File: src/core/htc_pkg.sv
package htc_pkg;

  // register offsets (byte addresses)
  localparam logic [7:0] OFS_LINK_CFG = 8'h44;
  localparam logic [7:0] OFS_REV_FREQ = 8'h48;
  localparam logic [7:0] OFS_FEATURE  = 8'h4C;
  localparam logic [7:0] OFS_MISC     = 8'h50;
  localparam logic [7:0] OFS_DIAG     = 8'h54;
  localparam logic [7:0] OFS_ROUTE    = 8'h58;
  localparam logic [7:0] OFS_CREDIT   = 8'h5C;

  // reset and fixed values
  localparam logic [31:0] FEATURE_VAL  = 32'h00000002;
  localparam logic [31:0] MISC_RST     = 32'h00904321;
  localparam logic [27:0] CREDIT_RST   = 28'h7778888;
  localparam logic [15:0] FREQ_CAP_RST = 16'h0025;
  localparam logic [2:0]  MAX_WIDTH    = 3'h1;
  localparam logic [2:0]  WIDTH_RST    = 3'h0;
  localparam logic [3:0]  FREQ_RST     = 4'h0;
  localparam logic        TRI_EN_RST   = 1'b1;
  // revision value is arbitrary
  localparam logic [7:0]  REVISION_RST = 8'h5A;

  // link configuration fields
  localparam int CFG_WIDTH_IN = 24;
  localparam int CFG_MAX_OUT  = 20;
  localparam int CFG_MAX_IN   = 16;
  localparam int CFG_TRI_EN   = 13;
  localparam int CFG_CRC_HI   = 9;
  localparam int CFG_CRC_LO   = 8;
  localparam int CFG_TX_OFF   = 7;
  localparam int CFG_INIT     = 5;
  localparam int CFG_FAIL     = 4;
  localparam int CFG_FLOOD    = 1;
  localparam int CFG_TX_OFF_HI = 0;

  // revision / frequency fields
  localparam int REV_CAP   = 16;
  localparam int REV_OVF   = 13;
  localparam int REV_PROTO = 12;
  localparam int REV_FREQ  = 8;

  // miscellaneous control fields
  localparam int MISC_STOP   = 30;
  localparam int MISC_REQ    = 29;
  localparam int MISC_IDX    = 24;
  localparam int MISC_DWORD  = 23;
  localparam int MISC_COHER  = 22;
  localparam int MISC_NOCARE = 21;
  localparam int MISC_SKIP   = 20;
  localparam int MISC_FIXID  = 16;

  // diagnostic and routing fields
  localparam int DIAG_EN   = 0;
  localparam int DIAG_CTL  = 8;
  localparam int DIAG_CAD  = 16;
  localparam int ROUTE_SEL = 8;

  // operating frequency codes
  localparam logic [3:0] FREQ_200 = 4'h0;
  localparam logic [3:0] FREQ_400 = 4'h2;
  localparam logic [3:0] FREQ_800 = 4'h5;

  // low vector code that maps to nothing
  localparam logic [2:0] INT_RSVD = 3'h3;

  // interrupt spread modes
  typedef enum logic [1:0] {
    SPREAD_BY1 = 2'h0,
    SPREAD_BY2 = 2'h1,
    SPREAD_BY4 = 2'h2
  } htc_spread_type;

  // disconnect control states
  typedef enum logic [1:0] {
    LS_RUN,
    LS_DISC,
    LS_WAKE
  } htc_link_state_type;

endpackage

File: src/core/htc_regs.sv
// Function
// (RQ1) receive width: cold strap, applied warm/wake
// (RQ2) max widths read 1, dword caps zero
// (RQ3) tristate bit powers PHY down in disconnect
// (RQ4) separate upper/lower lane CRC flags
// (RQ5) transmitter-off shuts both halves
// (RQ6) high-half bit shuts upper PHY
// (RQ7) init-complete and link-fail status bits
// (RQ8) flood link on CRC when enabled
// (RQ9) frequency capability from PLL, resets 0x0025
// (RQ10) overflow and protocol error flags
// (RQ11) frequency code applied warm/wake only
// (RQ12) feature capability reads 0x00000002
// (RQ13) stop bit rising enters disconnect
// (RQ14) request bit or access wakes link
// (RQ15) nonstandard interrupt vector index plus code
// (RQ16) write format selects dword or masked
// (RQ17) coherence bit mirrors strap pin
// (RQ18) fixed sequence ID unless conversion
// (RQ19) aging channel priorities from four fields
// (RQ20) sample CTL phases and CAD when enabled
// (RQ21) routing field picks vector stripe
// (RQ22) seven receive credit fields, reset value
// (RQ23) stripe-by-one: vector quarters to lines
// (RQ24) read-only writes ignored, reserved reads zero
//
// Chosen here: strobed register access.
`timescale 1ns/10ps
module htc_regs (
  // clock and reset
  input  wire logic        core_clk,
  input  wire logic        sys_rst,
  // register port
  input  wire logic [7:0]  reg_addr,
  input  wire logic [31:0] reg_wdata,
  input  wire logic        reg_wr,
  input  wire logic        reg_rd,
  output logic      [31:0] reg_rdata,
  // pins from outside the clock domain
  input  wire logic        link_clk,
  input  wire logic [1:0]  link_ctl,
  input  wire logic [15:0] link_cad,
  input  wire logic        coherence_strap_pin,
  input  wire logic [15:0] pll_freq_cap,
  input  wire logic [2:0]  conn_width,
  input  wire logic        warm_rst_pin,
  // events and status from link logic
  input  wire logic        crc_err_hi,
  input  wire logic        crc_err_lo,
  input  wire logic        overflow_evt,
  input  wire logic        bad_cmd_evt,
  input  wire logic        init_done,
  input  wire logic        link_fail,
  input  wire logic        link_access_req,
  // channel arbitration
  input  wire logic [3:0]  chan_req,
  output logic      [3:0]  chan_grant,
  // interrupt mapping
  input  wire logic        nonstd_valid,
  input  wire logic [2:0]  nonstd_code,
  input  wire logic        vec_valid,
  input  wire logic [7:0]  vec_num,
  output logic             int_vec_valid,
  output logic      [7:0]  int_vec,
  output logic             int_line_valid,
  output logic      [1:0]  int_line,
  // link control outputs
  output logic             link_stop_signal_n,
  output logic             link_req_n,
  output logic             upper_phy_shutdown,
  output logic             lower_phy_shutdown,
  output logic             crc_flood,
  output logic      [2:0]  active_width,
  output logic      [3:0]  active_freq,
  output logic             dword_write_mode,
  output logic             skip_id_conversion,
  output logic      [3:0]  fixed_seq_id,
  output logic      [27:0] rx_credit_init
);
  import htc_pkg::*;

  typedef struct packed {
    logic [2:0]  width_pend;  // software view of receive width
    logic [2:0]  width_act;   // width in force
    logic        tri_en;      // power down PHY in disconnect
    logic        crc_hi;      // upper_half_crc_flag
    logic        crc_lo;      // lower_half_crc_flag
    logic        tx_off;      // both halves off
    logic        tx_off_hi;   // upper half off
    logic [1:0]  stat;        // init complete, link fail
    logic        flood_en;
    logic [15:0] freq_cap;
    logic        ovf;
    logic        proto;
    logic [3:0]  freq_pend;
    logic [3:0]  freq_act;
    logic [7:0]  rev;
    logic        stop_gen;
    logic        req_gen;
    logic [4:0]  idx;
    logic        dword;
    logic        coher;
    logic        nocare;
    logic        skip;
    logic [3:0]  fixid;
    logic [15:0] prio;
    logic        sample_en;
    logic [7:0]  ctl_catch;
    logic [15:0] cad_catch;
    logic [1:0]  spread;
    logic [27:0] credit;
    htc_link_state_type lstate;
    logic        cold_load;   // strap capture pending
    logic        lclk_prev;   // last sampled link clock
    logic [2:0]  phase;       // diagnostic phase counter
    logic        warm_prev;
    logic [31:0] rdata;
    logic        phy_lo;
    logic        phy_hi;
    logic        flood;
    logic        stop_n;
    logic        req_n;
    logic        iv_valid;
    logic [7:0]  iv;
    logic        il_valid;
    logic [1:0]  il;
  } htc_regs_state_type;

  htc_regs_state_type s_q, s_d;

  // synchronised pins
  logic        lclk_s;
  logic [1:0]  ctl_s;
  logic [15:0] cad_s;
  logic        coher_s;
  logic [15:0] cap_s;
  logic [2:0]  width_s;
  logic        warm_s;

  // every outside pin crosses here, nothing reads it earlier
  htc_sync #(
    .W (40)
  ) u_sync (
    .core_clk (core_clk),
    .sys_rst  (sys_rst),
    .async_in ({link_clk, link_ctl, link_cad, coherence_strap_pin,
                pll_freq_cap, conn_width, warm_rst_pin}),
    .sync_out ({lclk_s, ctl_s, cad_s, coher_s, cap_s, width_s, warm_s})
  );

  // aging arbiter over nop, non-posted, response, posted
  htc_arb #(
    .N (4)
  ) u_arb (
    .core_clk  (core_clk),
    .sys_rst   (sys_rst),
    .req       (chan_req),
    .prio_init ({s_q.prio[3:0], s_q.prio[7:4],
                 s_q.prio[11:8], s_q.prio[15:12]}), // RQ19
    .grant     (chan_grant)
  );

  // line for a vector under the chosen spread mode
  function automatic logic [1:0] vec_line(logic [1:0] mode,
                                          logic [7:0] v);
    unique case (mode)
      SPREAD_BY1: vec_line = v[7:6]; // RQ21 RQ23
      SPREAD_BY2: vec_line = {v[7], v[0]}; // RQ21
      SPREAD_BY4: vec_line = v[1:0]; // RQ21
      default:    vec_line = v[7:6];
    endcase
  endfunction

  // readback mux, reserved bits zero
  function automatic logic [31:0] reg_view(logic [7:0] a,
                                           htc_regs_state_type s);
    logic [31:0] r;
    r = '0;
    unique case (a)
      OFS_LINK_CFG: begin
        r[CFG_WIDTH_IN +: 3] = s.width_pend;
        r[CFG_MAX_OUT +: 3]  = MAX_WIDTH; // RQ2
        r[CFG_MAX_IN +: 3]   = MAX_WIDTH; // RQ2
        r[CFG_TRI_EN]        = s.tri_en;
        r[CFG_CRC_HI]        = s.crc_hi;
        r[CFG_CRC_LO]        = s.crc_lo;
        r[CFG_TX_OFF]        = s.tx_off;
        r[CFG_INIT]          = s.stat[1]; // RQ7
        r[CFG_FAIL]          = s.stat[0]; // RQ7
        r[CFG_FLOOD]         = s.flood_en;
        r[CFG_TX_OFF_HI]     = s.tx_off_hi;
      end
      OFS_REV_FREQ: begin
        r[REV_CAP +: 16] = s.freq_cap; // RQ9
        r[REV_OVF]       = s.ovf;
        r[REV_PROTO]     = s.proto;
        r[REV_FREQ +: 4] = s.freq_pend;
        r[7:0]           = s.rev;
      end
      OFS_FEATURE: r = FEATURE_VAL; // RQ12
      OFS_MISC: begin
        r[MISC_STOP]       = s.stop_gen;
        r[MISC_REQ]        = s.req_gen;
        r[MISC_IDX +: 5]   = s.idx;
        r[MISC_DWORD]      = s.dword;
        r[MISC_COHER]      = s.coher;
        r[MISC_NOCARE]     = s.nocare;
        r[MISC_SKIP]       = s.skip;
        r[MISC_FIXID +: 4] = s.fixid;
        r[15:0]            = s.prio;
      end
      OFS_DIAG: begin
        r[DIAG_EN]       = s.sample_en;
        r[DIAG_CTL +: 8] = s.ctl_catch;
        r[DIAG_CAD +: 16] = s.cad_catch;
      end
      OFS_ROUTE:  r[ROUTE_SEL +: 2] = s.spread;
      OFS_CREDIT: r[27:0] = s.credit; // RQ22
      default:    r = '0;
    endcase
    return r;
  endfunction

  // next state of the whole bank
  always_comb begin
    logic wr_cfg, wr_rev, wr_misc, wr_diag, wr_route, wr_cred;
    logic stop_rise, req_rise, apply, lclk_edge;
    wr_cfg    = reg_wr && reg_addr == OFS_LINK_CFG;
    wr_rev    = reg_wr && reg_addr == OFS_REV_FREQ;
    wr_misc   = reg_wr && reg_addr == OFS_MISC;
    wr_diag   = reg_wr && reg_addr == OFS_DIAG;
    wr_route  = reg_wr && reg_addr == OFS_ROUTE;
    wr_cred   = reg_wr && reg_addr == OFS_CREDIT;
    stop_rise = wr_misc && reg_wdata[MISC_STOP] && !s_q.stop_gen;
    req_rise  = wr_misc && reg_wdata[MISC_REQ] && !s_q.req_gen;
    apply     = 1'b0;
    lclk_edge = lclk_s != s_q.lclk_prev;
    s_d       = s_q;

    // writable fields; read-only bits are not touched
    if (wr_cfg) begin // RQ24
      s_d.width_pend = reg_wdata[CFG_WIDTH_IN +: 3];
      s_d.tri_en     = reg_wdata[CFG_TRI_EN];
      s_d.crc_hi     = reg_wdata[CFG_CRC_HI];
      s_d.crc_lo     = reg_wdata[CFG_CRC_LO];
      s_d.tx_off     = reg_wdata[CFG_TX_OFF];
      s_d.flood_en   = reg_wdata[CFG_FLOOD];
      s_d.tx_off_hi  = reg_wdata[CFG_TX_OFF_HI];
    end
    if (wr_rev) begin
      s_d.proto     = reg_wdata[REV_PROTO];
      s_d.freq_pend = reg_wdata[REV_FREQ +: 4];
      s_d.rev       = reg_wdata[7:0];
    end
    if (wr_misc) begin
      s_d.stop_gen = reg_wdata[MISC_STOP];
      s_d.req_gen  = reg_wdata[MISC_REQ];
      s_d.idx      = reg_wdata[MISC_IDX +: 5];
      s_d.dword    = reg_wdata[MISC_DWORD];
      s_d.nocare   = reg_wdata[MISC_NOCARE];
      s_d.skip     = reg_wdata[MISC_SKIP];
      s_d.fixid    = reg_wdata[MISC_FIXID +: 4];
      s_d.prio     = reg_wdata[15:0];
    end
    if (wr_diag) begin
      s_d.sample_en = reg_wdata[DIAG_EN];
      s_d.ctl_catch = reg_wdata[DIAG_CTL +: 8];
      s_d.cad_catch = reg_wdata[DIAG_CAD +: 16];
    end
    if (wr_route) begin
      s_d.spread = reg_wdata[ROUTE_SEL +: 2];
    end
    if (wr_cred) begin
      s_d.credit = reg_wdata[27:0];
    end

    // hardware sets win over a clearing write in the same cycle
    s_d.crc_hi = s_d.crc_hi | crc_err_hi; // RQ4
    s_d.crc_lo = s_d.crc_lo | crc_err_lo; // RQ4
    s_d.ovf    = s_q.ovf | overflow_evt; // RQ10
    s_d.proto  = s_d.proto | bad_cmd_evt; // RQ10
    s_d.stat     = {init_done, link_fail}; // RQ7
    s_d.freq_cap = cap_s; // RQ9
    s_d.coher    = coher_s; // RQ17

    // flood for one cycle per detected error
    s_d.flood = s_q.flood_en && (crc_err_hi || crc_err_lo); // RQ8

    // widest width of this connection, caught after reset release
    if (s_q.cold_load) begin
      s_d.cold_load  = 1'b0;
      s_d.width_pend = width_s; // RQ1
      s_d.width_act  = width_s; // RQ1
    end

    // disconnect sequencing
    unique case (s_q.lstate)
      LS_RUN: begin
        if (stop_rise) begin
          s_d.lstate = LS_DISC; // RQ13
        end
      end
      LS_DISC: begin
        if (req_rise || link_access_req) begin
          s_d.lstate = LS_WAKE; // RQ14
          apply      = 1'b1;
        end
      end
      LS_WAKE: begin
        // hold the request until the peer brings the link up
        if (init_done) begin
          s_d.lstate = LS_RUN;
        end
      end
    endcase

    // a warm reset edge also commits the pending values
    s_d.warm_prev = warm_s;
    if (warm_s && !s_q.warm_prev) begin
      apply = 1'b1;
    end
    if (apply && !s_q.cold_load) begin
      s_d.width_act = s_q.width_pend; // RQ1
      s_d.freq_act  = s_q.freq_pend; // RQ11
    end

    s_d.stop_n = s_d.lstate != LS_DISC; // RQ13
    s_d.req_n  = s_d.lstate != LS_WAKE; // RQ14
    s_d.phy_lo = s_d.tx_off ||
                 (s_d.lstate == LS_DISC && s_d.tri_en); // RQ3 RQ5
    s_d.phy_hi = s_d.phy_lo || s_d.tx_off_hi; // RQ5 RQ6

    // diagnostic capture: CTL on each link clock edge, CAD on rising edges only
    s_d.lclk_prev = lclk_s;
    if (!s_d.sample_en) begin
      s_d.phase = '0;
    end else if (lclk_edge) begin
      // even phases from the first line, odd from the second
      s_d.ctl_catch[s_q.phase] = s_q.phase[0] ? ctl_s[1]
                                              : ctl_s[0]; // RQ20
      s_d.phase = s_q.phase + 3'h1;
      if (lclk_s) begin
        s_d.cad_catch = cad_s; // RQ20
      end
    end

    // interrupt vector build and line routing
    s_d.iv_valid = nonstd_valid && nonstd_code != INT_RSVD; // RQ15
    s_d.iv       = {s_q.idx, nonstd_code}; // RQ15
    s_d.il_valid = vec_valid;
    s_d.il       = vec_line(s_q.spread, vec_num);

    // read data only in the cycle after the strobe
    s_d.rdata = reg_rd ? reg_view(reg_addr, s_q) : '0;
  end

  // one register for the whole bank
  always_ff @(posedge core_clk) begin
    if (sys_rst) begin
      s_q           <= '0;
      s_q.width_pend <= WIDTH_RST;
      s_q.width_act <= WIDTH_RST;
      s_q.tri_en    <= TRI_EN_RST; // RQ3
      s_q.freq_cap  <= FREQ_CAP_RST; // RQ9
      s_q.freq_pend <= FREQ_RST;
      s_q.freq_act  <= FREQ_RST;
      s_q.rev       <= REVISION_RST;
      s_q.idx       <= MISC_RST[MISC_IDX +: 5];
      s_q.dword     <= MISC_RST[MISC_DWORD]; // RQ16
      s_q.skip      <= MISC_RST[MISC_SKIP]; // RQ18
      s_q.fixid     <= MISC_RST[MISC_FIXID +: 4];
      s_q.prio      <= MISC_RST[15:0];
      s_q.credit    <= CREDIT_RST; // RQ22
      s_q.lstate    <= LS_RUN;
      s_q.cold_load <= 1'b1;
      s_q.stop_n    <= 1'b1;
      s_q.req_n     <= 1'b1;
    end else begin
      s_q <= s_d;
    end
  end

  // outputs straight from the bank
  assign reg_rdata          = s_q.rdata;
  assign link_stop_signal_n = s_q.stop_n;
  assign link_req_n         = s_q.req_n;
  assign upper_phy_shutdown = s_q.phy_hi;
  assign lower_phy_shutdown = s_q.phy_lo;
  assign crc_flood          = s_q.flood;
  assign active_width       = s_q.width_act;
  assign active_freq        = s_q.freq_act;
  assign dword_write_mode   = s_q.dword; // RQ16
  assign skip_id_conversion = s_q.skip; // RQ18
  assign fixed_seq_id       = s_q.fixid; // RQ18
  assign rx_credit_init     = s_q.credit;
  assign int_vec_valid      = s_q.iv_valid;
  assign int_vec            = s_q.iv;
  assign int_line_valid     = s_q.il_valid;
  assign int_line           = s_q.il;
endmodule

File: src/core/htc_sync.sv
`timescale 1ns/10ps
module htc_sync #(
  parameter int W = 1
) (
  // clock and reset
  input  wire logic         core_clk,
  input  wire logic         sys_rst,
  // asynchronous in, synchronous out
  input  wire logic [W-1:0] async_in,
  output logic      [W-1:0] sync_out
);
  import htc_pkg::*;

  typedef struct packed {
    logic [W-1:0] meta;  // first stage, read only by second
    logic [W-1:0] sync;  // second stage
  } htc_sync_state_type;

  htc_sync_state_type s_q, s_d;

  // shift through two stages
  always_comb begin
    s_d      = s_q;
    s_d.meta = async_in;
    s_d.sync = s_q.meta;
  end

  // no reset, pins flow during reset
  always_ff @(posedge core_clk) begin
    s_q <= s_d;
  end

  assign sync_out = s_q.sync;
endmodule

File: src/core/htc_arb.sv
`timescale 1ns/10ps
module htc_arb #(
  parameter int N = 4
) (
  // clock and reset
  input  wire logic           core_clk,
  input  wire logic           sys_rst,
  // channel requests and initial priorities
  input  wire logic [N-1:0]   req,
  input  wire logic [4*N-1:0] prio_init,
  // one-hot grant, registered
  output logic      [N-1:0]   grant
);
  import htc_pkg::*;

  typedef struct packed {
    logic [N-1:0][3:0] prio;   // running priority, 0 is best
    logic [N-1:0]      grant;  // current grant
  } htc_arb_state_type;

  htc_arb_state_type s_q, s_d;

  // pick the best waiting channel, age the losers
  always_comb begin
    logic [3:0] best;
    logic       found;
    int         win;
    best  = '1;
    found = 1'b0;
    win   = 0;
    s_d   = s_q;
    for (int i = 0; i < N; i++) begin
      // ties go to the lower index
      if (req[i] && (!found || s_q.prio[i] < best)) begin
        best  = s_q.prio[i];
        found = 1'b1;
        win   = i;
      end
    end
    s_d.grant = '0;
    for (int i = 0; i < N; i++) begin
      if (found && i == win) begin
        // served channel falls back to its initial level
        s_d.grant[i] = 1'b1;
        s_d.prio[i]  = prio_init[4*i +: 4];
      end else if (req[i] && s_q.prio[i] != '0) begin
        // waiting raises priority so nobody starves
        s_d.prio[i] = s_q.prio[i] - 4'h1; // RQ19
      end else if (!req[i]) begin
        s_d.prio[i] = prio_init[4*i +: 4]; // RQ19
      end
    end
  end

  always_ff @(posedge core_clk) begin
    if (sys_rst) begin
      s_q <= '0;
    end else begin
      s_q <= s_d;
    end
  end

  assign grant = s_q.grant;
endmodule

File: config.mk
export PLATFORM = sky130hd
export DESIGN_NAME = htc_regs
export DESIGN_NICKNAME = d
export VERILOG_FILES = /design/src/core/htc_pkg.sv /design/src/core/htc_regs.sv /design/src/core/htc_sync.sv /design/src/core/htc_arb.sv
export SDC_FILE = /design/constraint.sdc
export NUM_CORES = 1
export LEC_CHECK = 0
export BUFFER_PORTS_ARGS = -buffer_cell sky130_fd_sc_hd__buf_4
export CAP_MARGIN = 30
export CORE_ASPECT_RATIO = 0.7
export CORE_MARGIN = 2
export CORE_UTILIZATION = 50
export DETAILED_ROUTE_END_ITERATION = 12
export GPL_ROUTABILITY_DRIVEN = 0
export GPL_TIMING_DRIVEN = 0
export PLACE_DENSITY_LB_ADDON = 0.08
export SETUP_SLACK_MARGIN = 0.05
export SYNTH_ARGS = -nofsm -noshare
export SYNTH_HDL_FRONTEND = slang
export SYNTH_SLANG_ARGS = --single-unit
File: constraint.sdc
create_clock -name core_clk -period 7.73 [get_ports core_clk]
set_input_delay 0.3865 -clock core_clk [delete_from_list [all_inputs] [get_ports core_clk]]
set_output_delay 0.3865 -clock core_clk [all_outputs]
set_load 0.01 [all_outputs]
# Word level (Yosys, flattened, before mapping)
# Index checks and enable logic that the tools add are counted.
# classes
n_addsub,5
order_cmp,5
eq_ne,23
mux,69
bitwise_logic,6
reduce_logical,51
# op_table
operator,count
$mux 4,15
$eq 8x7->1 const B,7
$mux 55,1
$mux 24,2
$pmux 3 s5,3
$logic_not 32->1,1
$mux 32,1
$logic_and 1x1->1,27
$mux 25,1
$pmux 2 s3,3
$mux 16,1
$pmux 1 s4,4
$reduce_bool 4->1,4
$sub 4x1->4 const B,4
$pmux 1 s5,3
$mux 1,14
$lt 4x4->1,3
$mux 3,4
$ne 3x1->1 const B,4
$pmux 2 s6,1
$pmux 3 s4,1
$mux 2,5
$mux 5,2
$pmux 3 s3,1
25 further kinds,47
# totals
regBits,291
output_inout_bits,94
elab_cells,210

# Logic depth before layout (Yosys ltp)
# logic_depth
depth_word,16
ltp_mapped,23
mapped_depth_nobuf,22

# Hierarchy
# A second synthesis with hierarchy kept.
# hier_totals
cells_unflattened,1252
area_unflattened_um2,11662.4
# modules_own_cells
module,n_inst,cells_each,area_per_inst_um2
htc_regs,1,945,8267.9
htc_arb,1,227,1793.0
htc_sync,1,80,1601.5

# Worst setup path after synthesis
# Ideal clock, no wire load.
# synth_path
path_kind,input to register
from,input port chan_req[0]
to,register u_arb.s_q[10] in the netlist's numbering
arrival_ns,4.835
required_time_ns,7.609
setup_slack_ns,2.774
stages,22
n_path_buf,1
cell_sequence,clkbuf_1 > inv_1 > nor2_1 > ha_1 > nand2_1 > a21o_1 > nand3_1 > mux2_2 > ha_1 > o21ai_0 > nor2_1 > o21ai_0 > o21ai_1 > mux2_2 > ha_1 > nand3_1 > nor2_1 > o31a_1 > o211a_1 > or3b_4 > a31o_4 > mux2_4
# synth_between
elab_chain_len,16
# synth_rtl
element,line_no,rtl
"start, declared",htc_regs.sv:56,"input wire logic [3:0] chan_req,"
$mux 4 or $mux 1 (tied branches),htc_arb.sv:34,if (req[i] && (!found || s_q.prio[i] < best)) begin
$lt 4x4->1 or $logic_not 1->1 (tied branches),htc_arb.sv:34,
$logic_or 1x1->1,htc_arb.sv:34,
$logic_and 1x1->1,htc_arb.sv:34,
$mux 4 or $mux 1 (tied branches),htc_arb.sv:34,
$lt 4x4->1 or $logic_not 1->1 (tied branches),htc_arb.sv:34,
$logic_or 1x1->1,htc_arb.sv:34,
$logic_and 1x1->1,htc_arb.sv:34,
$mux 4 or $mux 1 (tied branches),htc_arb.sv:34,
$lt 4x4->1 or $logic_not 1->1 (tied branches),htc_arb.sv:34,
$logic_or 1x1->1,htc_arb.sv:34,
$logic_and 1x1->1,htc_arb.sv:34,
$mux 2,htc_arb.sv:34,
$eq 1x2->1,htc_arb.sv:42,if (found && i == win) begin
$logic_and 1x1->1 (*),htc_arb.sv:42,
$ne 3x1->1 (no line) or $mux 4 (tied branches),-,
"end signal, assigned",htc_arb.sv:57,s_q <= '0;
"end signal, assigned",htc_arb.sv:59,s_q <= s_d;
"end, declared",htc_arb.sv:21,"htc_arb_state_type s_q, s_d;"
# Mark *: on every way between the ends. The rest lies on a longest branch, timed or not.
# A chain may end at the register's enable or synchronous reset.

# Worst setup path in the final report
# layout_path
from,register u_arb.s_q[6] in the netlist's numbering
to,register u_arb.s_q[8] in the netlist's numbering
# layout_between
elab_chain_len,16
# layout_rtl
element,line_no
$mux 4 (*),htc_arb.sv:34
$lt 4x4->1,htc_arb.sv:34
$logic_or 1x1->1,htc_arb.sv:34
$logic_and 1x1->1,htc_arb.sv:34
$mux 4 or $mux 1 (tied branches),htc_arb.sv:34
$lt 4x4->1 or $logic_not 1->1 (tied branches),htc_arb.sv:34
$logic_or 1x1->1,htc_arb.sv:34
$logic_and 1x1->1,htc_arb.sv:34
$mux 4 or $mux 1 (tied branches),htc_arb.sv:34
$lt 4x4->1 or $logic_not 1->1 (tied branches),htc_arb.sv:34
$logic_or 1x1->1,htc_arb.sv:34
$logic_and 1x1->1,htc_arb.sv:34
$mux 2,htc_arb.sv:34
$eq 1x2->1,htc_arb.sv:42
$logic_and 1x1->1 (*),htc_arb.sv:42
$ne 3x1->1 (no line) or $mux 4 (tied branches),-
# Marks and branches as above.

==> results.md <==
- Fillers: 1,882
- CP required: 8.16 ns
- Clock latency on the worst-skew pair: 0.54 ns
- Max transition margin: 0.366
- Register area: 5830 um2
- WP data arrival: 6.03 ns
- Final WL: 35,300 um
- Synth top area cells: dfxtp_1 (51%), nand2_1 (6.8%), buf_4 (5.7%)
- First-pass detailed-route iteration total: 6
- H-tree depth: 1
- Slowest stage cell, crit path: o21ai_1
- Cell Chain, Critical Path: nor2b_1 -> o22a_1 -> o21ai_0 -> a21o_1 -> nand3_1 -> mux2_2 -> ha_1 -> o21ai_0 -> nor2_1 -> o21ai_0 -> o21ai_1 -> mux2_2 -> ha_1 -> a21o_1 -> a21oi_1 -> o21ai_0 -> or3b_4 -> a31o_4 -> mux2_4
- Final cell count without fillers: 1,782
- DIE HEIGHT: 130 um
- CTS tree: yes
- Setup Crit Path Kind: flip-flop to flip-flop
- Sequential area share after synthesis: 0.513
- Yosys top cell by area: dfxtp_1
- Peak VDD IR: 0.186 mV
- Synthesized area per cell: 9.38 um2
- Post-synth EDFFs: 0
- Leakage: 0.00600 uW
- Endpoints failing hold: 0
- Number of library cell types mapped by synthesis: 70
- Tightest Pin Transition: 0.951 ns
- Vias in the first global route: 8,889
- Max cap viols: 0
- First-pass GRT wire length: 51,700 um
- Final worst path period need: 5.60 ns
- Area grow syn2layout: 28.1%
- Total number of vias: 9,596
- Synth Register Bits: 291
- DP HPWL: 25,500 um
- Layout cell share with drive strength beyond 1: 0.255
- Die ar.: 23,900 um2
- Unrepaired setup endpoints after global routing: false
- Total power: 3330 uW
- Ant diodes: 0
- Most common cell in the netlist: dfxtp_1
- Die span in x: 184 um
- Min-delay src: overflow_evt
- Resized cells post-CTS: 0
- Worst Clk Skew: 0.0105 ns
- Setup TNS: 0 ns
- Crit Reg-Reg Startpoint: u_arb.s_q[6]
- Post-synthesis cell area: 11,300 um2
- Post-detailed-route via-to-cell ratio: 5.38
- Largest net degree at the start of global routing: 15
- Num CTS Buffers: 28
- CP Launch Point: u_arb.s_q[6]
- Rows: 46
- Setup crit end kind: flip-flop
- First DRT Iteration DRCs: 1,110
- Routed length per instance: 19.8 um
- DRC viols: 0
- Post-CTS setup buffers: 0
- CP max FO: 6
- Hold-fix buffers, CTS: 41
- Worst-case clock buffer depth: 3
- CTS sink count: 291
- DP Cell Count: 1,690
- Share of the synthesized area in the top cell type: 0.513
- Max Slew Vio Count: 0
- Status: finished, final reports clean
- Initial antenna violation count: 1
- Fin crit share: 0.724
- WHS: 0.0459 ns
- Synth Net Count: 1,334
- Crit path top cell by count: o21ai_0
- Synth Instances: 1,210
- Total gr overflow: 0
- Gr usage total: 0.288
- Worst hold path class: input port to flip-flop
- CORE AREA: 22,400 um2
- Initial Util: 0.505
- Post-synth top cells: dfxtp_1 (291), nand2_1 (206), a21oi_1 (103)
- Async SR Flop Fraction: 0
- Crit path largest cell delay: 0.58 ns
- I/O pin total: 202
- Nets: 1,597
- Critical Path Start Type: flip-flop
- ANT nets after route: 0
- Reg clk slew, reported paths: 0.07 ns
- Power Density: 229 nW/um2
- Top_reg_cell synth: dfxtp_1
- Root Buffer: clkbuf_16
- # port buffers: 192
- Multi-input gate area: 4520 um2
- Number of synthesis warnings: 0
- Fmax achieved: 179 MHz
- Final Setup Violations: 0
## critical path: cells and delay by family, from the launching register on
| kind | cells | cell delay, ns |
|---|---|---|
| mux | 3 | 1.14 |
| fa+ha+maj | 2 | 0.62 |
| simple gates | 4 | 1.07 |
| compound gates | 10 | 2.31 |
| flops | 1 | 0.35 |
## sequential cells by signal, summed over array words and instances (netlist names), 2 cells and up
register / flops
s_q: 96
u_sync.s_d: 40
u_sync.sync_out: 40
reg_rdata: 32
rx_credit_init: 28
u_arb.s_q: 16
int_vec: 8
s_d: 5
active_freq: 4
fixed_seq_id: 4
u_arb.grant: 4
active_width: 3
int_line: 2
## layout make-up
| class | instances | area share |
|---|---|---|
| clock inverters | 12 | 0.0113 |
| plain buffers | 151 | 0.0628 |
| multi-input cells | 745 | 0.311 |
| repair buffers | 233 | 0.127 |
| inverters | 23 | 0.00594 |
| flip-flops and latches | 291 | 0.401 |
| well taps | 288 | 0.0248 |
| clock buffers | 39 | 0.0560 |
## where the power goes
part           total, uW  leakage [uW]  switching (uW)  internal (uW)
Clock               1450      0.000488             581            867
Sequential          1570       0.00239            25.7           1550
Combinational        307       0.00312             162            145
## per-stage QoR
step	cell area, um2	setup slack (ns)	util
after floorplan	11300	2.77	-
after global placement	13100	2.03	0.586
after detailed placement	13100	1.92	0.586
after CTS	14500	2.27	0.648
after global routing	14500	1.88	0.648
final	14500	2.13	0.648
## kinds of logic after synthesis
| logic type | after synthesis | synth area share |
|---|---|---|
| compound gates | 243 | 0.150 |
| xor+xnor | 8 | 0.00618 |
| fa+ha+maj | 16 | 0.0176 |
| buf+inv | 174 | 0.0881 |
| flops | 291 | 0.513 |
| mux | 44 | 0.0426 |
| simple gates | 434 | 0.182 |
## worst paths after layout
kind / cells past startpoint / endpoint / slack, ns
worst max-delay path: 19 / u_arb.s_q[8] / 2.13
worst min-delay path: 3 / s_q[160] / 0.05
worst max register to register: 19 / u_arb.s_q[8] / 2.13
worst min register to register: 0 / u_sync.sync_out[1] / 0.33
## per-layer routing
layer,part of all wire,vias to the layer above,global-route usage
li1,-,4588,-
met1,0.45,4420,0.418
met2,0.40,531,0.411
met3,0.12,55,0.0921
met4,0.021,2,0.0744
met5,0.00026,-,0
## cell usage in the layout, fill, tap and decap left out, types with 5 or more instances in the layout
cell           instances
a211o_1                6
a211oi_1               5
a21oi_1              103
a221oi_1               5
a222oi_1               6
a22oi_1               41
a311oi_1               6
a311oi_2              16
and2_1                 5
and3_1                 8
buf_1                  5
buf_2                  7
buf_4                278
clkbuf_1              56
clkbuf_16             29
clkbuf_8               5
clkinv_2               7
dfxtp_1              291
dlygate4sd3_1         41
ha_1                  16
inv_1                 21
mux2_2                10
mux2_4                 6
mux2i_1               28
nand2_1              206
nand2b_1              12
nand3_1               20
nand3b_1              24
nor2_1                76
nor2b_1               38
nor3_1                18
nor3b_1                5
o21ai_0               20
xnor2_1                6
No activity file was read; power rests on OpenSTA's default activity.
